$ cat config.mk
export PLATFORM = sky130hd
export DESIGN_NAME = tpc_timer
export DESIGN_NICKNAME = d
export VERILOG_FILES = /design/src/include/tpc_pkg.sv /design/src/core/tpc_timer.sv
export SDC_FILE = /design/constraint.sdc
export NUM_CORES = 1
export LEC_CHECK = 0
export BUFFER_PORTS_ARGS = -buffer_cell sky130_fd_sc_hd__buf_4
export CORE_MARGIN = 5
export CORE_UTILIZATION = 51
export DETAILED_ROUTE_END_ITERATION = 7
export PLACE_DENSITY = 0.9
export SLEW_MARGIN = 40
export SYNTH_ARGS = -nofsm -noshare
export SYNTH_HDL_FRONTEND = slang
export SYNTH_SLANG_ARGS = --single-unit
export TNS_END_PERCENT = 30
$ cat constraint.sdc
create_clock -name clk -period 3.9 [get_ports clk]
set_clock_uncertainty 0.1 [all_clocks]
set_input_delay 0.78 -clock clk [delete_from_list [all_inputs] [get_ports clk]]
set_output_delay 0.78 -clock clk [all_outputs]
set_load 0.02 [all_outputs]
$ cat src/include/tpc_pkg.sv
// Package: constants and types for the timer and prescaler configuration block
package tpc_pkg;

    // ****************************************
    // File register map
    // ****************************************
    localparam logic [4:0] TPC_TIMER_ADDR     = 5'h01;
    localparam int         TPC_FILE_AW        = 5;
    localparam int         TPC_DATA_W         = 8;

    // ****************************************
    // Configuration layout and reset value
    // ****************************************
    localparam int         TPC_CFG_W          = 6;
    localparam int         TPC_CFG_SRC_BIT    = 5;
    localparam int         TPC_CFG_EDGE_BIT   = 4;
    localparam int         TPC_CFG_ASSIGN_BIT = 3;
    localparam int         TPC_CFG_RATE_LSB   = 0;
    localparam int         TPC_CFG_RATE_W     = 3;
    localparam logic [5:0] TPC_CFG_RESET      = 6'h3f;

    // ****************************************
    // Timing
    // ****************************************
    localparam int         TPC_CLK_PERIOD_NS  = 10;
    localparam int         TPC_OSC_PER_INSTR  = 4;
    localparam int         TPC_INSTR_CYCLES   = TPC_OSC_PER_INSTR;
    localparam logic [1:0] TPC_DIV_LAST       = 2'(TPC_INSTR_CYCLES - 1);
    localparam logic [1:0] TPC_DIV_HALF       = 2'(TPC_INSTR_CYCLES / 2);
    localparam int         TPC_PRESCALE_W     = 8;

    // Configuration fields, bit 5 down to bit 0
    typedef struct packed {
        logic       countSourceSelect;
        logic       countEdgeSelect;
        logic       prescalerAssign;
        logic [2:0] prescaleRate;
    } tpc_cfg_t;

endpackage

$ cat src/core/tpc_timer.sv
// Module: 8-bit timer/counter with shared timer/watchdog prescaler and its configuration
`timescale 1ns/1ns
module tpc_timer
    import tpc_pkg::*;
#(
    parameter int PRESCALE_WIDTH = tpc_pkg::TPC_PRESCALE_W
) (
    // Clock and reset
    input  wire logic                       clk,
    input  wire logic                       srst,
    // Configuration-load instruction
    input  wire logic                       cfgLoad,
    input  wire logic [7:0]                 accumulator,
    // File register access
    input  wire logic [tpc_pkg::TPC_FILE_AW-1:0] fileAddr,
    input  wire logic                       fileWrite,
    input  wire logic                       fileRead,
    input  wire logic [7:0]                 fileWdata,
    output logic      [7:0]                 fileRdata,
    // External count pin
    input  wire logic                       externalCountInput,
    // Watchdog base tick and prescaled tick
    input  wire logic                       watchdogBaseTick,
    output logic                            watchdogPrescaledTick,
    // Status
    output logic      [7:0]                 timerCount,
    output logic                            instructionClockOut,
    output tpc_pkg::tpc_cfg_t               configOut
);
    import tpc_pkg::*;

    // Refuse prescaler widths that the fixed 8-bit ratio masks cannot serve
    if (PRESCALE_WIDTH != TPC_PRESCALE_W) begin : gBadPrescaleWidth
        $error("PRESCALE_WIDTH must be 8");
    end

    // ****************************************
    // Instruction clock divider
    // ****************************************
    logic [1:0] divCount;
    logic [1:0] next_divCount;
    logic       instrTick;
    logic       next_instrClockOut;

    always_comb begin
        next_divCount      = divCount + 2'h1;
        next_instrClockOut = (next_divCount >= TPC_DIV_HALF);
        if (srst) begin
            next_divCount      = 2'h0;
            next_instrClockOut = 1'b0;
        end
    end

    always_ff @(posedge clk) begin
        divCount            <= next_divCount;
        instructionClockOut <= next_instrClockOut;
    end

    assign instrTick = (divCount == TPC_DIV_LAST);

    // ****************************************
    // External pin synchroniser and edge detect
    // ****************************************
    logic syncA;
    logic syncB;
    logic syncC;
    logic extRise;
    logic extFall;

    always_ff @(posedge clk) begin
        syncA <= externalCountInput;
        syncB <= syncA;
        syncC <= syncB;
    end

    assign extRise = syncB & ~syncC;
    assign extFall = ~syncB & syncC;

    // ****************************************
    // Configuration register
    // ****************************************
    tpc_cfg_t cfg;
    tpc_cfg_t next_cfg;

    always_comb begin
        next_cfg = cfg;
        if (srst) begin
            next_cfg = tpc_cfg_t'(TPC_CFG_RESET);
        end else if (cfgLoad) begin
            next_cfg = tpc_cfg_t'(accumulator[TPC_CFG_W-1:0]);
        end
    end

    always_ff @(posedge clk) begin
        cfg <= next_cfg;
    end

    assign configOut = cfg;

    // ****************************************
    // Source select and shared prescaler
    // ****************************************
    logic                      srcEvent;
    logic                      timerWrite;
    logic                      preEvent;
    logic                      preDone;
    logic [8:0]                preMaskWide;
    logic [7:0]                preMask;
    logic [PRESCALE_WIDTH-1:0] prescaler;
    logic [PRESCALE_WIDTH-1:0] next_prescaler;
    logic                      timerTick;
    logic                      next_wdtTick;

    always_comb begin
        srcEvent = instrTick;
        if (cfg.countSourceSelect) begin
            srcEvent = cfg.countEdgeSelect ? extFall : extRise;
        end
    end

    assign timerWrite = fileWrite && (fileAddr == TPC_TIMER_ADDR);

    assign preEvent    = cfg.prescalerAssign ? watchdogBaseTick : srcEvent;
    assign preMaskWide = cfg.prescalerAssign ? ((9'h001 << cfg.prescaleRate) - 9'h001)
                                             : ((9'h002 << cfg.prescaleRate) - 9'h001);
    assign preMask     = preMaskWide[7:0];
    assign preDone     = preEvent && ((prescaler & preMask) == preMask);

    always_comb begin
        next_prescaler = prescaler;
        next_wdtTick   = 1'b0;
        if (srst) begin
            next_prescaler = '0;
        end else if (timerWrite && !cfg.prescalerAssign) begin
            next_prescaler = '0;
        end else if (preEvent) begin
            next_prescaler = preDone ? '0 : prescaler + 8'h01;
            next_wdtTick   = preDone && cfg.prescalerAssign;
        end
    end

    always_ff @(posedge clk) begin
        prescaler             <= next_prescaler;
        watchdogPrescaledTick <= next_wdtTick;
    end

    // Timer advances on prescaler overflow or directly on each source event
    assign timerTick = cfg.prescalerAssign ? srcEvent : preDone;

    // ****************************************
    // Count register
    // ****************************************
    logic [7:0] next_timerCount;

    always_comb begin
        next_timerCount = timerCount;
        if (srst) begin
            next_timerCount = timerCount;
        end else if (timerWrite) begin
            next_timerCount = fileWdata;
        end else if (timerTick) begin
            next_timerCount = timerCount + 8'h01;
        end
    end

    // No reset: power-on value is unknown and resets keep it
    always_ff @(posedge clk) begin
        timerCount <= next_timerCount;
    end

    // Count known once written; checks on the held count wait for it
    logic countValid;
    logic next_countValid;

    always_comb begin
        next_countValid = countValid | timerWrite;
        if (srst) begin
            next_countValid = countValid;
        end
    end

    always_ff @(posedge clk) begin
        countValid <= next_countValid;
    end

    // ****************************************
    // File read port
    // ****************************************
    logic [7:0] next_fileRdata;

    always_comb begin
        next_fileRdata = 8'h00;
        if (fileRead && (fileAddr == TPC_TIMER_ADDR)) begin
            next_fileRdata = timerCount;
        end
        if (srst) begin
            next_fileRdata = 8'h00;
        end
    end

    always_ff @(posedge clk) begin
        fileRdata <= next_fileRdata;
    end

    // ****************************************
    // Assertions
    // ****************************************
    AST_CFG_RESET: assert property (@(posedge clk) disable iff (srst)
        $fell(srst) |-> (cfg == tpc_cfg_t'(TPC_CFG_RESET)))
        else $error("configuration not all ones after reset");

    AST_CFG_LOAD: assert property (@(posedge clk) disable iff (srst)
        cfgLoad |=> (cfg == tpc_cfg_t'($past(accumulator[5:0]))))
        else $error("configuration load did not copy accumulator");

    AST_INSTR_TICK: assert property (@(posedge clk) disable iff (srst)
        instrTick |=> !instrTick[*3] ##1 instrTick)
        else $error("instruction tick not every four cycles");

    AST_COUNT_KEEP: assert property (@(posedge clk)
        (srst && countValid) |=> (timerCount == $past(timerCount)))
        else $error("count changed during reset");

    AST_EXT_RISE: assert property (@(posedge clk) disable iff (srst)
        (cfg.countSourceSelect && !cfg.countEdgeSelect && cfg.prescalerAssign
         && syncB && !syncC && !timerWrite && !cfgLoad)
        |=> (timerCount == $past(timerCount) + 8'h01))
        else $error("rising edge not counted");

    AST_EXT_FALL: assert property (@(posedge clk) disable iff (srst)
        (cfg.countSourceSelect && cfg.countEdgeSelect && cfg.prescalerAssign
         && !syncB && syncC && !timerWrite && !cfgLoad)
        |=> (timerCount == $past(timerCount) + 8'h01))
        else $error("falling edge not counted");

    AST_INT_IDLE: assert property (@(posedge clk) disable iff (srst)
        (!cfg.countSourceSelect && !instrTick && !timerWrite)
        |=> (timerCount == $past(timerCount)))
        else $error("internal source counted off the instruction tick");

    AST_TIMER_DIV2: assert property (@(posedge clk) disable iff (srst)
        (!cfg.prescalerAssign && cfg.prescaleRate == 3'h0 && srcEvent
         && !timerWrite && !cfgLoad)
        |=> (timerCount == $past(timerCount) + 8'($past(prescaler[0]))))
        else $error("timer rate 1:2 wrong");

    AST_WDT_DIV1: assert property (@(posedge clk) disable iff (srst)
        (cfg.prescalerAssign && cfg.prescaleRate == 3'h0 && watchdogBaseTick && !cfgLoad)
        |=> watchdogPrescaledTick)
        else $error("watchdog rate 1:1 wrong");

    AST_READ_COUNT: assert property (@(posedge clk) disable iff (srst)
        (fileRead && fileAddr == TPC_TIMER_ADDR) |=> (fileRdata == $past(timerCount)))
        else $error("count read wrong");

    AST_READ_OTHER: assert property (@(posedge clk) disable iff (srst)
        (fileRead && fileAddr != TPC_TIMER_ADDR) |=> (fileRdata == 8'h00))
        else $error("non-count address read not zero");

    AST_CFG_HOLD: assert property (@(posedge clk) disable iff (srst)
        !cfgLoad |=> (cfg == $past(cfg)))
        else $error("configuration changed without a load");

    AST_WRITE_COUNT: assert property (@(posedge clk) disable iff (srst)
        timerWrite |=> (timerCount == $past(fileWdata)))
        else $error("count write not taken");

    AST_RDATA_IDLE: assert property (@(posedge clk) disable iff (srst)
        !fileRead |=> (fileRdata == 8'h00))
        else $error("read data not zero without a read");

    AST_WDT_QUIET: assert property (@(posedge clk) disable iff (srst)
        !cfg.prescalerAssign |=> !watchdogPrescaledTick)
        else $error("watchdog tick while prescaler is on the timer");

    AST_PRE_CLEAR: assert property (@(posedge clk) disable iff (srst)
        (timerWrite && !cfg.prescalerAssign) |=> (prescaler == '0))
        else $error("count write did not clear the prescaler");

    AST_INT_DIRECT: assert property (@(posedge clk) disable iff (srst)
        (!cfg.countSourceSelect && cfg.prescalerAssign && instrTick && !timerWrite)
        |=> (timerCount == $past(timerCount) + 8'h01))
        else $error("direct internal count missed an instruction tick");

    AST_EDGE_IGNORE: assert property (@(posedge clk) disable iff (srst)
        (cfg.countSourceSelect && !cfg.countEdgeSelect && cfg.prescalerAssign
         && extFall && !timerWrite)
        |=> (timerCount == $past(timerCount)))
        else $error("falling edge counted while rising edges selected");

    AST_INSTRUCTION_CLOCK_OUT_RESET: assert property (@(posedge clk) disable iff (srst)
        $fell(srst) |-> (!instructionClockOut && divCount == 2'h0))
        else $error("instruction clock not restarted by reset");

endmodule

Word-level counts from Yosys, hierarchy flattened:

Cells that the tools add are included.

* $add $sub $neg: 5
* multipliers: 0
* div/mod/pow operators: 0
* order comparisons: 1
* eq/ne operators: 3
* shift-type cells: 2
* multiplexer cells: 8
* bitwise operators: 8
* reduce and logical (&&, ||, !) cells: 11

Operator list (count)
* $mux 8: 4
* $add 8x1->8 const B: 2
* $sub 8x1->8 const B: 2
* $and 8x8->8: 1
* $eq 8x8->1: 1
* $shl 1x3->8 const A: 1
* $shl 2x3->8 const A: 1
* $eq 5x1->1 const B: 1
* $logic_and 1x1->1: 5
* $not 1->1: 5
* $mux 1: 4
* $reduce_or 2->1: 2
* $reduce_or 3->1: 1
* $add 2x1->2 const B: 1
* $and 1x1->1: 2
* $eq 2x2->1 const B: 1
* $ge 2x2->1 const B: 1
* $reduce_and 2->1: 1
* $reduce_bool 2->1: 1
* $logic_not 1->1: 1

* register bits after elaboration: 37
* bits in latches: 0
* memory bits (writable): 0
* ROM bits: 0
* input port bits: 28
* output and inout bits: 24
* word-level logic and storage cells: 51
* memories kept: 0

Logic depth before layout (Yosys ltp):

Gate-level depths: netlist of run 1.

* word-level depth: 9
* depth in mapped cells: 11
* mapped depth without buffers: 10

Worst setup path before layout of run 1:

Ideal clock, no wire load.

* path kind: register -> register
* start point: reg cfg, in the netlist configOut[3]
* end point: reg timerCount[0], enable pin
* library setup time: 0.330 ns
* data arrival time: 2.674 ns
* data required time: 3.470 ns
* path slack: 0.796 ns
* cell stages (with the launch flop): 10
* path buffers: 0
* clock period less this slack: 3.104 ns
* cell sequence: dfxtp_1 ha_1 nand2_1 ha_1 or3b_2 a22o_1 nand3_1 nand4b_2 nor2_2 o21a_1

* cells in the longest elaborated chain, start to end: 7
* elaborated cells between the ends (all ways): 8
* those cells by class: eq/ne: 1; mux: 3; bitwise: 1; reduce/logical: 3

RTL lines
* from (decl): line tpc_timer.sv:82 `tpc_cfg_t cfg;`
* from (signal assigned): line tpc_timer.sv:95 `cfg <= next_cfg;`
* $mux 8: line tpc_timer.sv:124 `assign preMaskWide = cfg.prescalerAssign ? ((9'h001 << cfg.prescaleRate) - 9'h001)`
* $and 8x8->8: line tpc_timer.sv:127 `assign preDone = preEvent && ((prescaler & preMask) == preMask);`
* $eq 8x8->1: line tpc_timer.sv:127
* $logic_and 1x1->1: line tpc_timer.sv:127
* $mux 1 *: line tpc_timer.sv:148 `assign timerTick = cfg.prescalerAssign ? srcEvent : preDone;`
* $reduce_bool 2->1 (no source line) *
* $reduce_and 2->1 (no source line) *
* to (signal assigned): line tpc_timer.sv:168 `timerCount <= next_timerCount;`
* to (decl): line tpc_timer.sv:26 `output logic [7:0] timerCount,`

Every way passes the cells marked *; elsewhere a longest branch is shown, timed or not.
A chain may end at the register's enable or synchronous reset.

Worst setup path after layout of run 1:

* start point: reg cfg, in the netlist configOut[3]
* end point: reg timerCount[7], enable pin

The elaborated chain is that of the path after synthesis.

==> results.yml, run 1 <==
sta:
  drv_slew: 0
  period_needed_ns: 3.45
  finalSetupViolCount: 0
  tns_ns: 0
  period_share_pct: 88.5
  hold_viol_final: 0
  tightestPinTransition_ns: 0.547
  slew_headroom_pct: 63.3
  grt_setup_unrepaired: "false"
  fmax_ghz: 0.290
logic_synthesis:
  seq_area_frac_synth_pct: 44.3
  synth-simple-area-share_pct: 23.9
  async_flop_share_pct: 0
  ys_ff_latch: 36
  yosys_most_used_dff: "dfxtp_1"
  synth_compound_area_share_pct: 17.1
  syn-instance-count: 188
  synth_edf_count: 8
  synth_top_family_by_area: "simple AND/OR/NAND/NOR gates"
  yosys-mux-area-fraction_pct: 2.84
  avgSynthCellArea_um2: 9.61
  synth_nets: 222
  synth_xor_area_share_pct: 5.33
  yosysWarnings: 0
  syn_area_mm2: 0.00181
  synthDistinctLibCells: 47
  synth-adder-area-share_pct: 4.16
global_routing:
  grt_usage_pct: 17.5
  grt_max_degree: 20
  antenna_found_initial: 0
  overflow: 0
  grt_pass1_wl_um: 6820
  first_global_vias: 1488
cts:
  path_clk_slew_ns: 0.10
  clk_latency_ns: 0.34
  cts_resized: 0
  cts.sinks: 36
  cts_tree: "yes"
  h-tree-depth: 2
  cts.path.max_buffers: 2
  clock-root-buffer: "clkbuf_4"
  postCtsSetupRepairBufs: 0
  cts_hold_buf: 0
  numCtsBuffers: 5
power_and_ir_drop:
  clkPwrFrac_pct: 27.6
  leakagePower_nw: 0.951
  p_per_area_mw_per_mm2: 327
  power_switching_uw: 201
  pwr-share-seq_pct: 55.6
  intPower_uw: 543
  switching_share_pct: 27.0
  combPwrFrac_pct: 16.7
  vdd_ir_drop_max_uv: 247
worst_setup_path:
  cp-start-kind: "register"
  arrival_ns: 3.36
  critPathBufInv: 0
  cpPeakStageDelay_ns: 0.53
  worstPathMaxFanout: 8
  path_cells: "ha_1, nand2_1, ha_1, or3b_2, a22o_1, nand3_1, nand4b_2, nor2_2, o21a_1"
  crit_required_ns: 3.81
  crit_slowest_cell: "dfxtp_1"
  cp-end-kind: "register"
  critical_path_class: "reg2reg"
  worstSetupStartpoint: "configOut[3]$_SDFFE_PP1P_"
  r2r_start: "configOut[3]$_SDFFE_PP1P_"
  crit_path_frequent_cell: "ha_1"
  crit_family: "simple AND/OR/NAND/NOR gates"
flow_run:
  max_cap_viol_count: 0
outcome:
  status: "finished, final reports clean"
route:
  vias: 1566
  wl_per_cell_um: 14.3
  drtAntennaViolNets: 0
  drc: 0
  avgViaCountPerCell: 5.48
  drt_iter0_markers: 135
  routed_wl_um: 4100
  dr.pass1.iters: 4
finish:
  nets: 273
  num_antenna_cells: 0
  drive_gt1_share_pct: 28.3
  area_growth_syn_to_layout_pct: 25.7
  post-route-cell-area_mm2: 0.00227
  fillerInstances: 259
floorplanning:
  dieArea_mm2: 0.00483
  core_area_mm2: 0.00339
  fp.dieH_um: 69.5
  rows: 21
  die_w_um: 69.5
  initial_utilization_pct: 53.3
  io_pins: 52
min_path:
  worstHoldStart: "syncA$_DFF_P_"
  holdCritPathClass: "reg2reg"
place:
  io_buffers: 49
  dp_hpwl_um: 3040
  place_area_mm2: 0.00221
  gp_congestion: 0.898
==> logic make-up (layout without fill, tap and decap cells) <==
family                   after synthesis  in the layout
adder cells (fa/ha/maj)                6              6
XOR/XNOR                              11             11
flip-flops                            36             36
AND/OR/NAND/NOR                       75             75
AO/OA/AOI/OAI                         44             44
multiplexers                           5              5
buffers and inverters                 11             63
==> sequential cells by signal (all words and copies together), names as in the netlist <==
register / cells
syncC: 1
instructionClockOut: 1
fileRdata: 8
watchdogPrescaledTick: 1
syncB: 1
prescaler: 8
syncA: 1
timerCount: 8
configOut: 6
divCount: 1
==> cells in the final DEF, fill, tap and decap left out, drive strengths merged, types with 2 or more instances in the layout <==
master,count
buf,49
dfxtp,28
nor2,17
a21oi,14
nand2,14
and2,9
nand3,9
o21ai,9
edfxtp,8
clkbuf,7
inv,6
xnor2,6
ha,6
xor2,5
nor2b,4
mux2i,4
a211oi,4
o211ai,4
and3,4
nand3b,3
o22ai,3
a221oi,3
nor3b,2
or3,2
nor3,2
nand4,2
or3b,2
o21a,2
==> power by group through the flow <==
| stage | clock (mW) | combinational [mW] | sequential (mW) |
|---|---|---|---|
| 6_report | 0.205 | 0.124 | 0.414 |
| 5_1_grt | 0.224 | 0.136 | 0.416 |
| 4_1_cts | 0.210 | 0.124 | 0.414 |
| 3_5_place_dp | 0 | 0.124 | 0.422 |
| 3_3_place_gp | 0 | 0.121 | 0.421 |
| 2_1_floorplan | 0 | 0.0689 | 0.427 |
==> metal layers <==
layer	part of all wire (%)	GRT usage [%]
met2	46	27.4
met1	45	21.4
met5	0	0
met3	6.9	6.67
met4	1.5	7.38
==> final timing paths <==
check / to / slack [ns] / cells after the start
setup / recovery: timerCount[7]$_DFFE_PP_ / 0.45 / 9
hold / removal: syncB$_DFF_P_ / 0.24 / 0
hold reg to reg: syncB$_DFF_P_ / 0.24 / 0
setup reg to reg: timerCount[7]$_DFFE_PP_ / 0.45 / 9
==> final cells by class <==
class	instances	area (um^2)	share of cell area [%]
clock buffer	7	55.1	2.42
tap	46	57.6	2.53
clock inverter	1	3.75	0.165
inverter	6	22.5	0.992
sequential	36	801	35.3
timing repair buffer	49	368	16.2
multi-input combinational	141	963	42.4
==> synth_stat cells, drive strengths merged (5+ instances only) <==
| master | instances | area share [%] |
|---|---|---|
| and2 | 9 | 3.1 |
| ha | 6 | 4.2 |
| xor2 | 5 | 2.4 |
| edfxtp | 8 | 13 |
| xnor2 | 6 | 2.9 |
| nor2 | 17 | 3.7 |
| a21oi | 14 | 3.9 |
| nand2 | 14 | 2.9 |
| o21ai | 9 | 3.1 |
| inv | 6 | 1.2 |
| nand3 | 9 | 3.0 |
| dfxtp | 28 | 31 |
==> through the flow <==
stage | setup slack, ns | total power, mW | utilization, % | hold slack [ns] | cells
3_3_place_gp | 0.621 | 0.542 | 65.3 | 0.212 | 278
4_1_cts | 0.484 | 0.747 | 67.0 | 0.240 | 286
2_1_floorplan | 0.796 | 0.496 | - | 0.210 | 188
6_report | 0.449 | 0.744 | 67.0 | 0.239 | 286
3_5_place_dp | 0.519 | 0.546 | 65.3 | 0.215 | 278
5_1_grt | 0.321 | 0.776 | 67.0 | 0.247 | 286
Note: power is estimated with default switching activity, not from simulation.
==> inputs of run 2 (changes only) <==
- clock period: 3.9 -> 3.95 ns (I/O delays scaled with it)
==> run 2 against run 1 <==
Worst hold slack is essentially flat. Count of clock-buffer cells in the layout shrank 1. Final area increased by 0.77%. Maximum frequency increased by 0.76%. Register-to-register slack improved by 0.08 ns. Sequential power shrank 1%. Final cell count is the same. Combinational power hardly changed. Setup slack improved by 0.076 ns. Clock power increased by 22%. Global-route usage increased by 0.29 points. Non-clock buffer count unchanged. Largest cell class unchanged. Largest power group unchanged.
==> results.yml, run 2 (synthesis gave the netlist of run 1 again) <==
outcome:
  status: "finished, final reports clean"
finish:
  reg_top3: "fileRdata x8, prescaler x8, timerCount x8"
  fillerInstances: 259
  area_growth_syn_to_layout_pct: 26.7
  final_common_cell: "buf_4"
  num_antenna_cells: 0
  post-route-cell-area_mm2: 0.00229
  nets: 273
  layout_common_cells: "buf_4, dfxtp_1, nor2_1"
  drive_gt1_share_pct: 28.7
power_and_ir_drop:
  vdd_ir_drop_max_uv: 273
  combPwrFrac_pct: 15.9
  pwr-share-seq_pct: 52.2
  clkPwrFrac_pct: 31.9
  power_switching_uw: 200
  power_uw: 783
  intPower_uw: 583
  p_per_area_mw_per_mm2: 342
  switching_share_pct: 25.5
  leakagePower_nw: 0.960
floorplanning:
  io_pins: 52
  initial_utilization_pct: 53.3
  fp.dieH_um: 69.5
  rows: 21
  core_area_mm2: 0.00339
  dieArea_mm2: 0.00483
  die_w_um: 69.5
global_routing:
  overflow: 0
  antenna_found_initial: 0
  grt_max_degree: 20
  grt_usage_pct: 17.8
  grt_pass1_wl_um: 7090
  first_global_vias: 1487
sta:
  grt_setup_unrepaired: "false"
  slew_headroom_pct: 62.1
  hold_viol_final: 0
  tns_ns: 0
  finalSetupViolCount: 0
  fmax_ghz: 0.292
  tightestPinTransition_ns: 0.564
  period_needed_ns: 3.42
  drv_slew: 0
  period_share_pct: 86.7
route:
  vias: 1549
  drc: 0
  avgViaCountPerCell: 5.42
  dr.pass1.iters: 4
  drt_iter0_markers: 119
  drtAntennaViolNets: 0
  wl_per_cell_um: 14.5
  routed_wl_um: 4150
cts:
  numCtsBuffers: 5
  cts.sinks: 36
  cts_hold_buf: 0
  path_clk_slew_ns: 0.10
  clock-root-buffer: "clkbuf_4"
  clk_latency_ns: 0.33
  cts_resized: 0
  cts.path.max_buffers: 2
  cts_tree: "yes"
  postCtsSetupRepairBufs: 0
  h-tree-depth: 2
min_path:
  holdCritPathClass: "reg2reg"
place:
  dp_hpwl_um: 3000
  gp_congestion: 0.911
  io_buffers: 49
  place_area_mm2: 0.00221
worst_setup_path:
  cpPeakStageDelay_ns: 0.52
  crit_required_ns: 3.86
  crit_family: "simple AND/OR/NAND/NOR gates"
  critPathBufInv: 0
  crit_slowest_cell: "dfxtp_1"
  path_cells: "ha_1, nand2_1, ha_1, or3b_2, a22o_1, nand3_1, nand4b_2, nor2_2, o21a_1"
  crit_path_frequent_cell: "ha_1"
  critical_path_class: "reg2reg"
  cp-end-kind: "register"
  cp-start-kind: "register"
  arrival_ns: 3.33
  worstPathMaxFanout: 8
flow_run:
  max_cap_viol_count: 0
-- run 2: changes by cell type in the layout (fill, tap and decap cells not counted), sizes merged --
cell	previous run	this run
clkbuf	7	6
bufinv	0	1
-- run 2: cell type report --
type / instances / area [um^2] / area share [%]
clock buffer: 6 / 41.3 / 1.80
clock inverter: 2 / 35.0 / 1.53
inverter: 6 / 22.5 / 0.984
multi-input combinational: 141 / 963 / 42.1
sequential: 36 / 801 / 35.0
tap: 46 / 57.6 / 2.52
timing repair buffer: 49 / 368 / 16.1
-- run 2: final timing paths --
kind         slack [ns]  depth (start not counted)                       to                       from
max reg2reg        0.53                          9  timerCount[1]$_DFFE_PP_  configOut[3]$_SDFFE_PP1P_
min                0.24                          0            syncB$_DFF_P_              syncA$_DFF_P_
max                0.53                          9  timerCount[1]$_DFFE_PP_  configOut[3]$_SDFFE_PP1P_
min reg2reg        0.24                          0            syncB$_DFF_P_              syncA$_DFF_P_
-- run 2: metal layers --
layer	vias up	wire (um)	global-route usage, %
met1	707	1880	22.4
li1	786	-	-
met4	0	37	4.56
met2	51	1950	29.3
met5	-	0	0
met3	5	289	5.65
-- run 2: worst register-to-register path: stages, from the launching register on --
cell and delay (ns):
dfxtp_1 0.52, ha_1 0.38, nand2_1 0.10, ha_1 0.28, or3b_2 0.49, a22o_1 0.24, nand3_1 0.09, nand4b_2 0.21
nor2_2 0.27, o21a_1 0.40
-- run 2: through the flow --
step           utilization, %  cells  hold WS, ns  setup WS (ns)
6_report                 67.5    286        0.238          0.525
3_3_place_gp             65.3    278        0.211          0.668
3_5_place_dp             65.3    278        0.215          0.582
5_1_grt                  67.5    286        0.247          0.307
2_1_floorplan               -    188        0.210          0.846
4_1_cts                  67.5    286        0.240          0.539
-- run 2: power by group through the flow --
stage | Combinational (mW) | Sequential [mW] | Clock (mW)
2_1_floorplan | 0.0680 | 0.421 | 0
3_3_place_gp | 0.119 | 0.416 | 0
3_5_place_dp | 0.122 | 0.417 | 0
4_1_cts | 0.124 | 0.408 | 0.253
5_1_grt | 0.136 | 0.412 | 0.269
6_report | 0.124 | 0.409 | 0.250
